File: config.mk
export PLATFORM = sky130hd
export DESIGN_NAME = pbws_sequencer
export DESIGN_NICKNAME = d
export VERILOG_FILES = /design/src/pkg/pbws_pkg.sv /design/src/verilog/pbws_debounce.sv /design/src/verilog/pbws_sequencer.sv
export VERILOG_INCLUDE_DIRS = /design/src /design/src/pkg
export SDC_FILE = /design/constraint.sdc
export NUM_CORES = 1
export LEC_CHECK = 0
export BUFFER_PORTS_ARGS = -buffer_cell sky130_fd_sc_hd__buf_2
export CORE_MARGIN = 2
export CORE_UTILIZATION = 32
export CTS_CLUSTER_SIZE = 14
export DETAILED_ROUTE_END_ITERATION = 8
export GPL_TIMING_DRIVEN = 1
export PLACE_DENSITY = 0.52
export SYNTH_ARGS = -nofsm -noshare
export SYNTH_HDL_FRONTEND = slang
export SYNTH_HIERARCHICAL = 1
export SYNTH_SLANG_ARGS = --single-unit
export TNS_END_PERCENT = 20
File: constraint.sdc
create_clock -name i_sys_clk -period 2.4 [get_ports i_sys_clk]
set_input_delay 0.24 -clock i_sys_clk [delete_from_list [all_inputs] [get_ports i_sys_clk]]
set_output_delay 0.24 -clock i_sys_clk [all_outputs]
set_load 0.01 [all_outputs]
File: src/pkg/pbws_defs.svh
// Timing counts, debounce figures and counter width for the power-button sequencer.
// Assumes a 25 MHz standby clock; included by the package and the design files.
`ifndef PBWS_DEFS_SVH
`define PBWS_DEFS_SVH

// Standby clock rate in Hz
`define PBWS_CLK_HZ            25000000
// Short-press limit in seconds
`define PBWS_SHORT_S           4
// Long-press override threshold in seconds
`define PBWS_LONG_S            6
// Debounce settle time in milliseconds
`define PBWS_DEBOUNCE_MS       20
// Cycles below which a press is short (longest time, rounds down)
`define PBWS_SHORT_CYC         (`PBWS_SHORT_S * `PBWS_CLK_HZ)
// Cycles above which a press forces soft-off (least time)
`define PBWS_LONG_CYC          (`PBWS_LONG_S * `PBWS_CLK_HZ)
// Debounce cycles
`define PBWS_DEBOUNCE_CYC      ((`PBWS_DEBOUNCE_MS * `PBWS_CLK_HZ) / 1000)
// Press counter width, enough for six seconds plus margin
`define PBWS_CNT_W             28

`endif

File: src/pkg/pbws_pkg.sv
// Types shared by the power-button sequencer and its debouncer.
// Assumes pbws_defs.svh is on the include path.
`include "pbws_defs.svh"

package pbws_pkg;

    // System sleeping states tracked by the sequencer
    typedef enum logic [1:0] {
        PBWS_S0,
        PBWS_S3,
        PBWS_S4,
        PBWS_S5
    } pbws_state_e;

    // Operating system command codes
    typedef enum logic [1:0] {
        PBWS_CMD_NONE,
        PBWS_CMD_SLEEP_S3,
        PBWS_CMD_SLEEP_S4,
        PBWS_CMD_SOFT_OFF
    } pbws_cmd_e;

    // Raw wake request lines, all active high after board inversion
    typedef struct packed {
        logic rtc;
        logic lan;
        logic usb;
        logic serial;
        logic ps2_any;
        logic ps2_alt_prt;
        logic pme;
        logic wake;
    } pbws_wake_s;

    // Supply and fan enables driven back to the board
    typedef struct packed {
        logic main_pwr;
        logic usb_pwr;
        logic fan_en;
    } pbws_pwr_s;

endpackage : pbws_pkg

File: src/verilog/pbws_debounce.sv
// Two-flop synchroniser and settle-timer debouncer for one switch input.
// Assumes an asynchronous level input and a free-running standby clock.
`timescale 1ns/1ns
`include "pbws_defs.svh"

module pbws_debounce #(
    parameter int unsigned DB_CYC = `PBWS_DEBOUNCE_CYC  // Settle time in cycles
) (
    input  wire logic i_sys_clk,  // Standby clock
    input  wire logic i_rst_b,    // Async reset, active low
    input  wire logic i_raw,      // Unsynchronised switch level
    output logic      o_level     // Debounced level
);
    import pbws_pkg::*;

    logic        meta_reg;   // First synchroniser stage, read only by sync_reg
    logic        sync_reg;   // Second synchroniser stage
    logic [19:0] cnt_reg;    // Settle counter
    logic        level_reg;  // Accepted level
    logic        differs;    // Synchronised input disagrees with accepted level
    logic        settled;    // Disagreement has held long enough

    assign differs = sync_reg != level_reg;
    assign settled = cnt_reg == 20'(DB_CYC - 1);
    assign o_level = level_reg;

    // Synchronise, then accept a new level after it holds steady
    always_ff @(posedge i_sys_clk or negedge i_rst_b) begin
        if (!i_rst_b) begin
            meta_reg  <= 1'b0;
            sync_reg  <= 1'b0;
            cnt_reg   <= 20'h0_0000;
            level_reg <= 1'b0;
        end else begin
            meta_reg <= i_raw;
            sync_reg <= meta_reg;
            if (!differs) begin
                cnt_reg <= 20'h0_0000;        // Bounce restarts the wait
            end else if (settled) begin
                cnt_reg   <= 20'h0_0000;
                level_reg <= sync_reg;
            end else begin
                cnt_reg <= cnt_reg + 20'h0_0001;
            end
        end
    end

endmodule : pbws_debounce

File: src/verilog/pbws_sequencer.sv
// Power-state sequencer: switch timing, OS commands, wake gating, intrusion.
// Assumes all board inputs are asynchronous to the 25 MHz standby clock.
`timescale 1ns/1ns
`include "pbws_defs.svh"

// Functional notes
// - Short press wakes from off or sleep
// - Press over six seconds forces soft-off
// - Short press sleeps only when OS enabled
// - OS soft-off command removes main power
// - Switch, RTC, LAN, PME, WAKE, PS/2 wake S3-S5
// - USB and serial wake only from S3
// - USB power off in S4 and S5
// - Closed chassis switch raises intrusion event
// - Fans on in S0, off otherwise
// - S4/S5 PS/2 wake needs alt-PrintScreen only
module pbws_sequencer #(
    parameter int unsigned SHORT_CYC = `PBWS_SHORT_CYC,  // Short-press limit in cycles
    parameter int unsigned LONG_CYC  = `PBWS_LONG_CYC,   // Override threshold in cycles
    parameter int unsigned DB_CYC    = `PBWS_DEBOUNCE_CYC // Switch settle time in cycles
) (
    input  wire logic                 i_sys_clk,       // Standby clock
    input  wire logic                 i_rst_b,         // Standby reset, active low
    input  wire logic                 i_pwr_sw,        // Power switch, high while pressed
    input  wire logic                 i_chassis_sw,    // Cover switch, high when closed
    input  wire pbws_pkg::pbws_wake_s i_wake,          // Wake request lines
    input  wire logic                 i_os_sleep_en,   // OS maps short press to standby
    input  wire pbws_pkg::pbws_cmd_e  i_os_cmd,        // OS transition command
    input  wire logic                 i_os_cmd_valid,  // Command strobe, one cycle
    input  wire logic                 i_intr_clr,      // Clears intrusion flag
    output pbws_pkg::pbws_state_e     o_state,         // Current system state
    output pbws_pkg::pbws_pwr_s       o_pwr,           // Supply and fan enables
    output logic                      o_intrusion,     // Sticky intrusion flag
    output logic                      o_wake_evt       // Pulse when a wake is taken
);
    import pbws_pkg::*;

    // Counter wide enough for the override threshold at the standby rate
    localparam int CNT_W = `PBWS_CNT_W;

    // Press timing
    logic              sw_level;      // Debounced switch level
    logic              sw_prev_reg;   // Previous debounced level
    logic [CNT_W-1:0]  press_cnt_reg; // Cycles the switch has been held
    logic              long_done_reg; // Override already fired this press
    logic              sw_release;    // Release edge
    logic              short_press;   // Release of a press under four seconds
    logic              long_press;    // Hold reached the override threshold

    // Wake synchronisers, one per line
    logic [7:0]        wake_raw;      // Packed wake lines
    logic [7:0]        wake_meta_reg; // First stage
    logic [7:0]        wake_sync_reg; // Second stage
    pbws_wake_s        wk;            // Synchronised view
    logic              chas_meta_reg; // Chassis first stage
    logic              chas_sync_reg; // Chassis second stage

    // State
    pbws_state_e       state_reg;     // Present state
    pbws_state_e       state_next;    // Next state
    logic              intr_reg;      // Sticky intrusion flag
    logic              wake_evt_reg;  // Registered wake pulse
    pbws_pwr_s         pwr_reg;       // Registered enables
    pbws_pwr_s         pwr_next;      // Enables for next state

    // Wake qualification
    logic              in_s3;         // Suspended to RAM
    logic              in_deep;       // S4 or S5
    logic              wake_any_lvl;  // Sources valid from S3, S4 and S5
    logic              wake_s3_only;  // Sources valid from S3 only
    logic              wake_hit;      // A qualified wake this cycle
    logic              os_cmd_take;   // Valid OS command this cycle

    // Debounced power switch
    pbws_debounce #(.DB_CYC(DB_CYC)) u_sw_db (
        .i_sys_clk (i_sys_clk),
        .i_rst_b   (i_rst_b),
        .i_raw     (i_pwr_sw),
        .o_level   (sw_level)
    );

    assign wake_raw = i_wake;
    assign wk       = pbws_wake_s'(wake_sync_reg);

    // Two-flop synchronisers on every wake line
    // Each line has its own pair so a metastable first stage never reaches gating
    for (genvar g = 0; g < 8; g++) begin : g_wsync
        always_ff @(posedge i_sys_clk or negedge i_rst_b) begin
            if (!i_rst_b) begin
                wake_meta_reg[g] <= 1'b0;
                wake_sync_reg[g] <= 1'b0;
            end else begin
                wake_meta_reg[g] <= wake_raw[g];
                wake_sync_reg[g] <= wake_meta_reg[g];
            end
        end
    end

    // Press classification
    // A release between the short limit and the override does nothing
    assign sw_release  = sw_prev_reg && !sw_level;
    assign short_press = sw_release && (press_cnt_reg < CNT_W'(SHORT_CYC));
    assign long_press  = sw_level && !long_done_reg
                         && (press_cnt_reg >= CNT_W'(LONG_CYC));

    // Wake source gating by sleeping depth
    assign in_s3        = state_reg == PBWS_S3;
    assign in_deep      = (state_reg == PBWS_S4) || (state_reg == PBWS_S5);
    assign wake_any_lvl = wk.rtc || wk.lan || wk.pme || wk.wake;
    assign wake_s3_only = wk.usb || wk.serial || wk.ps2_any;
    // Alt-PrintScreen is ordinary keyboard activity while suspended to RAM
    assign wake_hit     = (in_s3 && (wake_any_lvl || wake_s3_only || wk.ps2_alt_prt
                          || short_press))
                          || (in_deep && (wake_any_lvl || wk.ps2_alt_prt
                          || short_press));
    assign os_cmd_take  = i_os_cmd_valid && (state_reg == PBWS_S0);

    // Next-state selection; override beats everything else in S0, S3 and S4
    // Commands are taken only while working; sleeping states ignore them
    always_comb begin
        state_next = state_reg;
        case (state_reg)
            PBWS_S0: begin
                if (long_press) begin
                    state_next = PBWS_S5;
                end else if (os_cmd_take && i_os_cmd == PBWS_CMD_SOFT_OFF) begin
                    state_next = PBWS_S5;
                end else if (os_cmd_take && i_os_cmd == PBWS_CMD_SLEEP_S3) begin
                    state_next = PBWS_S3;
                end else if (os_cmd_take && i_os_cmd == PBWS_CMD_SLEEP_S4) begin
                    state_next = PBWS_S4;
                end else if (short_press && i_os_sleep_en) begin
                    state_next = PBWS_S3;
                end
            end
            PBWS_S3, PBWS_S4: begin
                if (long_press) begin
                    state_next = PBWS_S5;
                end else if (wake_hit) begin
                    state_next = PBWS_S0;
                end
            end
            PBWS_S5: begin
                if (wake_hit) begin
                    state_next = PBWS_S0;
                end
            end
            default: begin
                state_next = PBWS_S5;
            end
        endcase
    end

    // Enables follow the next state
    // Taken from the next state so enables switch on the same edge as the state
    always_comb begin
        pwr_next.main_pwr = state_next == PBWS_S0;
        pwr_next.usb_pwr  = (state_next == PBWS_S0) || (state_next == PBWS_S3);
        pwr_next.fan_en   = state_next == PBWS_S0;
    end

    // Press counter, held at its ceiling
    // Saturating keeps a stuck switch from wrapping into a false short press
    always_ff @(posedge i_sys_clk or negedge i_rst_b) begin
        if (!i_rst_b) begin
            sw_prev_reg   <= 1'b0;
            press_cnt_reg <= '0;
            long_done_reg <= 1'b0;
        end else begin
            sw_prev_reg <= sw_level;
            if (!sw_level) begin
                press_cnt_reg <= '0;
                long_done_reg <= 1'b0;
            end else begin
                if (press_cnt_reg != '1) begin
                    press_cnt_reg <= press_cnt_reg + CNT_W'(1);
                end
                if (long_press) begin
                    long_done_reg <= 1'b1;
                end
            end
        end
    end

    // State, enables and wake pulse
    // Reset lands in soft-off so the board powers up only on a wake
    always_ff @(posedge i_sys_clk or negedge i_rst_b) begin
        if (!i_rst_b) begin
            state_reg    <= PBWS_S5;
            pwr_reg      <= '0;
            wake_evt_reg <= 1'b0;
        end else begin
            state_reg    <= state_next;
            pwr_reg      <= pwr_next;
            wake_evt_reg <= (state_reg != PBWS_S0) && (state_next == PBWS_S0);
        end
    end

    // Chassis switch sync and sticky intrusion flag, set wins over clear
    // A clear while the cover is still off is lost; the flag stays up
    always_ff @(posedge i_sys_clk or negedge i_rst_b) begin
        if (!i_rst_b) begin
            chas_meta_reg <= 1'b0;
            chas_sync_reg <= 1'b0;
            intr_reg      <= 1'b0;
        end else begin
            chas_meta_reg <= i_chassis_sw;
            chas_sync_reg <= chas_meta_reg;
            if (chas_sync_reg) begin
                intr_reg <= 1'b1;
            end else if (i_intr_clr) begin
                intr_reg <= 1'b0;
            end
        end
    end

    // Outputs straight from registers
    assign o_state     = state_reg;
    assign o_pwr       = pwr_reg;
    assign o_intrusion = intr_reg;
    assign o_wake_evt  = wake_evt_reg;

endmodule : pbws_sequencer
== Word-level counts from Yosys, hierarchy flattened ==
Cells that the tools add are included.

* Register bits: 77
* Latch bits: 0
* Memory bits (writable): 0
* Bits in read-only memories: 0
* Input bits: 17
* Logic and storage cells: 95
* Memories kept: 0

* Add/sub/neg operators: 2
* Multiply operators: 0
* Div/mod/pow operators: 0
* Magnitude comparators: 2
* Equality and inequality tests: 12
* Shift operators: 0
* Mux-type cells: 16
* Bitwise logic cells: 0
* Reductions and logical operators: 33

{| class="wikitable"
|+ Operators by type and width
! kind !! count
|-
| $mux 28 || 2
|-
| $mux 20 || 2
|-
| $add 28x1->28 const B || 1
|-
| $ge 28x28->1 const B || 1
|-
| $lt 28x27->1 const B || 1
|-
| $ne 28x28->1 const B || 1
|-
| $add 20x1->20 const B || 1
|-
| $eq 20x19->1 const B || 1
|-
| $mux 2 || 7
|-
| $logic_or 1x1->1 || 13
|-
| $logic_and 1x1->1 || 12
|-
| $eq 2x2->1 const B || 4
|-
| $eq 2x1->1 const B || 3
|-
| $pmux 2 s3 || 1
|-
| $logic_not 2->1 || 2
|-
| $mux 1 || 4
|-
| $ne 2x2->1 const B || 2
|-
| $reduce_bool 2->1 || 2
|-
| $logic_not 1->1 || 2
|-
| $reduce_and 2->1 || 1
|-
| $reduce_or 2->1 || 1
|-
| $ne 1x1->1 || 1
|}

== Depth between registers and ports, before layout ==
* Depth in word-level cells: 13
* Gate-level depth with buffers: 8

== Cells and area by module ==
The synthesis kept the hierarchy.

{| class="wikitable"
|+ By module, submodules not included
! module !! times used !! cells each !! area an instance (um^2)
|-
| pbws_sequencer || 1 || 248 || 2616.3
|-
| pbws_debounce || 1 || 109 || 1141.1
|}

== Least setup slack after synthesis ==
OpenSTA, ideal clock, no wires.

* Path kind: register -> register
* Start: register press_cnt_reg[0]
* End: register press_cnt_reg[15]
* Library setup time: 0.132 ns
* Data arrival time: 1.817 ns
* Required time: 2.268 ns
* Slack: 0.451 ns
* Cell stages (with the launch flop): 9
* Cells stage by stage: dfrtp_1 > ha_1 > and4_1 > and4_4 > a31o_2 > buf_6 > nor4_1 > xnor2_1 > nor2_1

* Longest elaborated chain between the ends: 3

{| class="wikitable"
|+ Ends and longest elaborated chain
! item !! RTL line !! text
|-
| from (decl) || pbws_sequencer.sv:44 || <nowiki>logic [CNT_W-1:0] press_cnt_reg;</nowiki>
|-
| from (signal assigned) || pbws_sequencer.sv:176 || <nowiki>press_cnt_reg <= press_cnt_reg + CNT_W'(1);</nowiki>
|-
| $add 28x1->28 || pbws_sequencer.sv:176 ||
|-
| $mux 28 || pbws_sequencer.sv:175 || <nowiki>if (press_cnt_reg != '1) begin</nowiki>
|-
| $mux 28 || pbws_sequencer.sv:171 || <nowiki>if (!sw_level) begin</nowiki>
|}

Several ways; a longest one is shown, not always the timed one. The select of a mux whose other input is x is not followed.
A chain may end at the register's enable or synchronous reset.

== Worst setup path after layout ==
* Start: register press_cnt_reg[25]
* End: register state_reg[0] (netlist: o_state[0])

* Longest elaborated chain between the ends: 9

{| class="wikitable"
|+ Ends and longest elaborated chain
! item !! RTL line !! text
|-
| $lt 28x27->1 || pbws_sequencer.sv:102 || <nowiki>assign short_press = sw_release && (press_cnt_reg < CNT_W'(SHORT_CYC));</nowiki>
|-
| $logic_and 1x1->1 || pbws_sequencer.sv:102 ||
|-
| $logic_and 1x1->1 || pbws_sequencer.sv:132 || <nowiki>end else if (short_press && i_os_sleep_en) begin</nowiki>
|-
| $mux 2 || pbws_sequencer.sv:132 ||
|-
| $mux 2 || pbws_sequencer.sv:130 || <nowiki>end else if (os_cmd_take && i_os_cmd == PBWS_CMD_SLEEP_S4) begin</nowiki>
|-
| $mux 2 || pbws_sequencer.sv:128 || <nowiki>end else if (os_cmd_take && i_os_cmd == PBWS_CMD_SLEEP_S3) begin</nowiki>
|-
| $mux 2 || pbws_sequencer.sv:126 || <nowiki>end else if (os_cmd_take && i_os_cmd == PBWS_CMD_SOFT_OFF) begin</nowiki>
|-
| $mux 2 || pbws_sequencer.sv:124 || <nowiki>if (long_press) begin</nowiki>
|-
| $pmux 2 s3 * || pbws_sequencer.sv:122 || <nowiki>case (state_reg)</nowiki>
|-
| named net state_next[0] || pbws_sequencer.sv:60 || <nowiki>pbws_state_e state_next;</nowiki>
|-
| to (signal assigned) || pbws_sequencer.sv:193 || <nowiki>state_reg <= state_next;</nowiki>
|-
| to (decl) || pbws_sequencer.sv:59 || <nowiki>pbws_state_e state_reg;</nowiki>
|}

Mark *: on every way through the listed nets, which the timed path passes. The rest lies on a longest branch.

==> flow_summary_export.csv <==
group,metric,value,unit
synthesis,ys.flop_type,"dfrtp_1",
routing,wl,7627,um
die,core,11420,um2
grt,grt_pass1_wl,13040,um
routing,drc,0,
grt,use_met2,0.2100,
synthesis,synth_adder_area_share,0.02331,
power,seqPwrFrac,0.439,
power,switchingPower,0.7987,mW
worst_hold_path,hold_path_startpoint,"i_wake[1]",
finish,largest_reg_flops,28,
worst_setup_path,crit_top_cell,"or2_2",
synthesis,synth_area,3757,um2
routing,num_vias,2767,
worst_setup_path,crit_path_cell_trace,"and2_1 -> nor4b_1 -> o211ai_1 -> or2_2 -> a31oi_1 -> or2_2",
power,pwr-share-comb,0.133,
synthesis,ys_ff_latch,77,
die,die_h,112.4,um
grt,grt.busiest_layer,"met2",
grt,grtUsageMet3,0.04158,
synthesis,synth_edf_count,0,
finish,regArea,1929,um2
power,ir_drop,0.0005271,V
finish,final_cells,545,
worst_setup_path,critPathMaxStageDelay,0.44,ns
clock_network,cts_tree,"built",
place,place.gp.congestion,0.8013,
worst_hold_path,min_path_type,"input port to flip-flop",
finish,fin_area,4442,um2
timing,worstMarginPinSlew,0.5684,ns
clock_network,htree_levels,3,
finish,fillers,1152,
worst_setup_path,worstPathArrival,2.42,ns
timing,rsz0062_at_grt,"no",
power,leakagePower,1.786,nW
routing,drtPass1Iterations,4,
worst_setup_path,cp_num_buf_inv,0,
die,ios,24,
finish,final_cell_mix,"dfrtp_1 (75), nor2_1 (48), nand2_1 (26)",
grt,use_met1,0.1668,
die,rows,39,
grt,antenna_found_initial,0,
finish,layout-drive-gt1-share,0.1741,
synthesis,synthMuxAreaShare,0.01099,
worst_setup_path,critPathMaxFanout,6,
routing,drt_iter0_drc,124,
synthesis,synth_cells,357,
place,pre_cts_ws,0.2965,ns
die,dieWidth,112.4,um
run_status,status,"complete, no violations",
grt,grt_pass1_vias,2720,
timing,setup_viol,0,
clock_network,clock_latency,0.34,ns
routing,ant_nets,0,
clock_network,cts.repair.resized,0,
routing,avgRoutedWirePerCell,13.99,um
timing,period_minus_slack,2.130,ns
worst_setup_path,crit_slowest_cell,"dfrtp_1",
clock_network,ctsRootBufferMaster,"clkbuf_16",
die,initial_core_util,0.3291,
worst_setup_path,endpoint_kind,"flip-flop",
power,power_frac_clock,0.428,
synthesis,synth_compound_area_frac,0.07060,
worst_setup_path,cp_top_family,"simple AND/OR/NAND/NOR gates",
synthesis,yosysSeqAreaShare,0.5135,
timing,fmax,0.4694,GHz
timing,final.setup.tns,0,ns
place,dp_cells,521,
power,p_per_area,718.2,nW/um2
worst_setup_path,worst_setup_path_start_kind,"flip-flop",
timing,setup_ws,0.2697,ns
synthesis,synthesis.nets,381,
place,dp_hpwl,5400,um
die,die_area,12620,um2
timing,relSlewSlack,0.6211,
timing,fin_crit_sh,0.8876,
routing,via_per_inst,5.077,
worst_setup_path,cp-startpoint,"press_cnt_reg[25]$_DFFE_PN0P_",
synthesis,avgSynthCellArea,10.52,um2
finish,layout_commonest_cell,"dfrtp_1",
finish,layout.nets,421,
power,internal_power,2.392,mW
place,postPlaceCellArea,4060,um2
timing,fin_worst_skew,0.007755,ns
worst_setup_path,cp.required,2.69,ns
clock_network,cts_max_path_buffers,2,
worst_setup_path,worstSetupPathType,"flip-flop to flip-flop",
worst_setup_path,r2r-start,"press_cnt_reg[25]$_DFFE_PN0P_",
synthesis,async_reset_ff_frac,1.000,
grt,grt_max_degree,43,
job,drv_cap,0,
grt,grt_overflow,0,
synthesis,ys_warn_count,6,
synthesis,synth_cell_types,62,
clock_network,cts_buffers,9,
finish,multi_input_area,1735,um2
synthesis,yosys.area_share.simple,0.2707,
timing,finalMaxSlewViolations,0,
clock_network,numClockSinks,77,
timing,hold_violations,0,
finish,antenna_cells,0,
synthesis,synth_top_family_by_area,"simple AND/OR/NAND/NOR gates",
synthesis,synth_xor_area_frac,0.08625,
grt,track_usage,0.1303,
place,port-buffer-count,23,
clock_network,clkTransAtPathRegs,0.06,ns
finish,synthToLayoutAreaGrowth,18.22,%
power,netSwitchingFraction,0.2504,
power,total_power,3.190,mW
[cell families (layout without fill, tap and decap cells)]
group,count (synthesis),after routing
xor+xnor,37,37
flops,77,77
fa+ha+maj,7,7
compound gates,35,35
simple gates,178,178
buf+inv,19,64
mux,4,4
[worst paths after layout]
path	cells after the start	slack, ns	endpoint
setup / recovery	6	0.27	o_state[0]$_DFF_PN1_
hold / removal	1	0.01	wake_meta_reg[1]$_DFF_PN0_
setup reg to reg	6	0.27	o_state[0]$_DFF_PN1_
hold reg to reg	0	0.35	wake_sync_reg[5]$_DFF_PN0_
max in group asynchronous	3	1.38	wake_meta_reg[6]$_DFF_PN0_
min in group asynchronous	2	0.44	o_intrusion$_DFFE_PN0P_
[per-layer routing]
layer / wire length (um) / share of wire / vias to the layer above
met5: 0 / 0 / -
met4: 85 / 0.011 / 0
met3: 271 / 0.036 / 9
met2: 3730 / 0.49 / 35
met1: 3540 / 0.46 / 1367
li1: - / - / 1356
[power by group through the flow]
| stage | Sequential [mW] | Combinational [mW] | Clock [mW] |
|---|---|---|---|
| final | 1.40 | 0.425 | 1.37 |
| after global routing | 1.41 | 0.475 | 1.47 |
| after CTS | 1.40 | 0.435 | 1.42 |
| after detailed placement | 1.42 | 0.424 | 0 |
| after global placement | 1.42 | 0.419 | 0 |
| after floorplan | 1.44 | 0.279 | 0 |
[cell usage after synthesis, drive strengths merged (2+ instances only)]
master	n	share of area
o31ai	3	0.0060
ha	7	0.023
buf	5	0.011
and2	6	0.010
nand3	22	0.031
dfrtp	75	0.50
and3	7	0.012
nor2	48	0.048
or4	4	0.0080
a21oi	11	0.016
or2	4	0.0073
nand2	26	0.026
dfstp	2	0.014
o21ai	5	0.0077
xor2	17	0.040
nand4	15	0.031
inv	10	0.010
a31oi	3	0.0090
mux2i	3	0.0080
and4	8	0.019
nor4	12	0.031
xnor2	20	0.047
or3	3	0.0050
nand2b	3	0.0050
nor4b	4	0.011
nor3	11	0.015
clkbuf	3	0.0030
[layout make-up]
| class | instances | share of cell area |
|---|---|---|
| multi-input combinational | 261 | 0.3907 |
| timing repair buffer | 37 | 0.05746 |
| sequential | 77 | 0.4344 |
| inverter | 11 | 0.009296 |
| clock buffer | 11 | 0.05465 |
| tap | 143 | 0.04028 |
| clock inverter | 5 | 0.01324 |
[repair_timing]
action / 4_1_cts / 5_1_grt
hold buffers: 8 / 0
buffers inserted: 0 / 0
hold endpoints to repair: 46 / 0
[per-stage QoR]
step / hold slack, ns / utilization
after floorplan: -0.05559 / -
after global placement: 0.2846 / 0.3556
after detailed placement: 0.2906 / 0.3556
after CTS: 0.001661 / 0.3890
after global routing: 0.001640 / 0.3890
final: 0.01464 / 0.3890
Note: power is estimated with default switching activity, not from simulation.
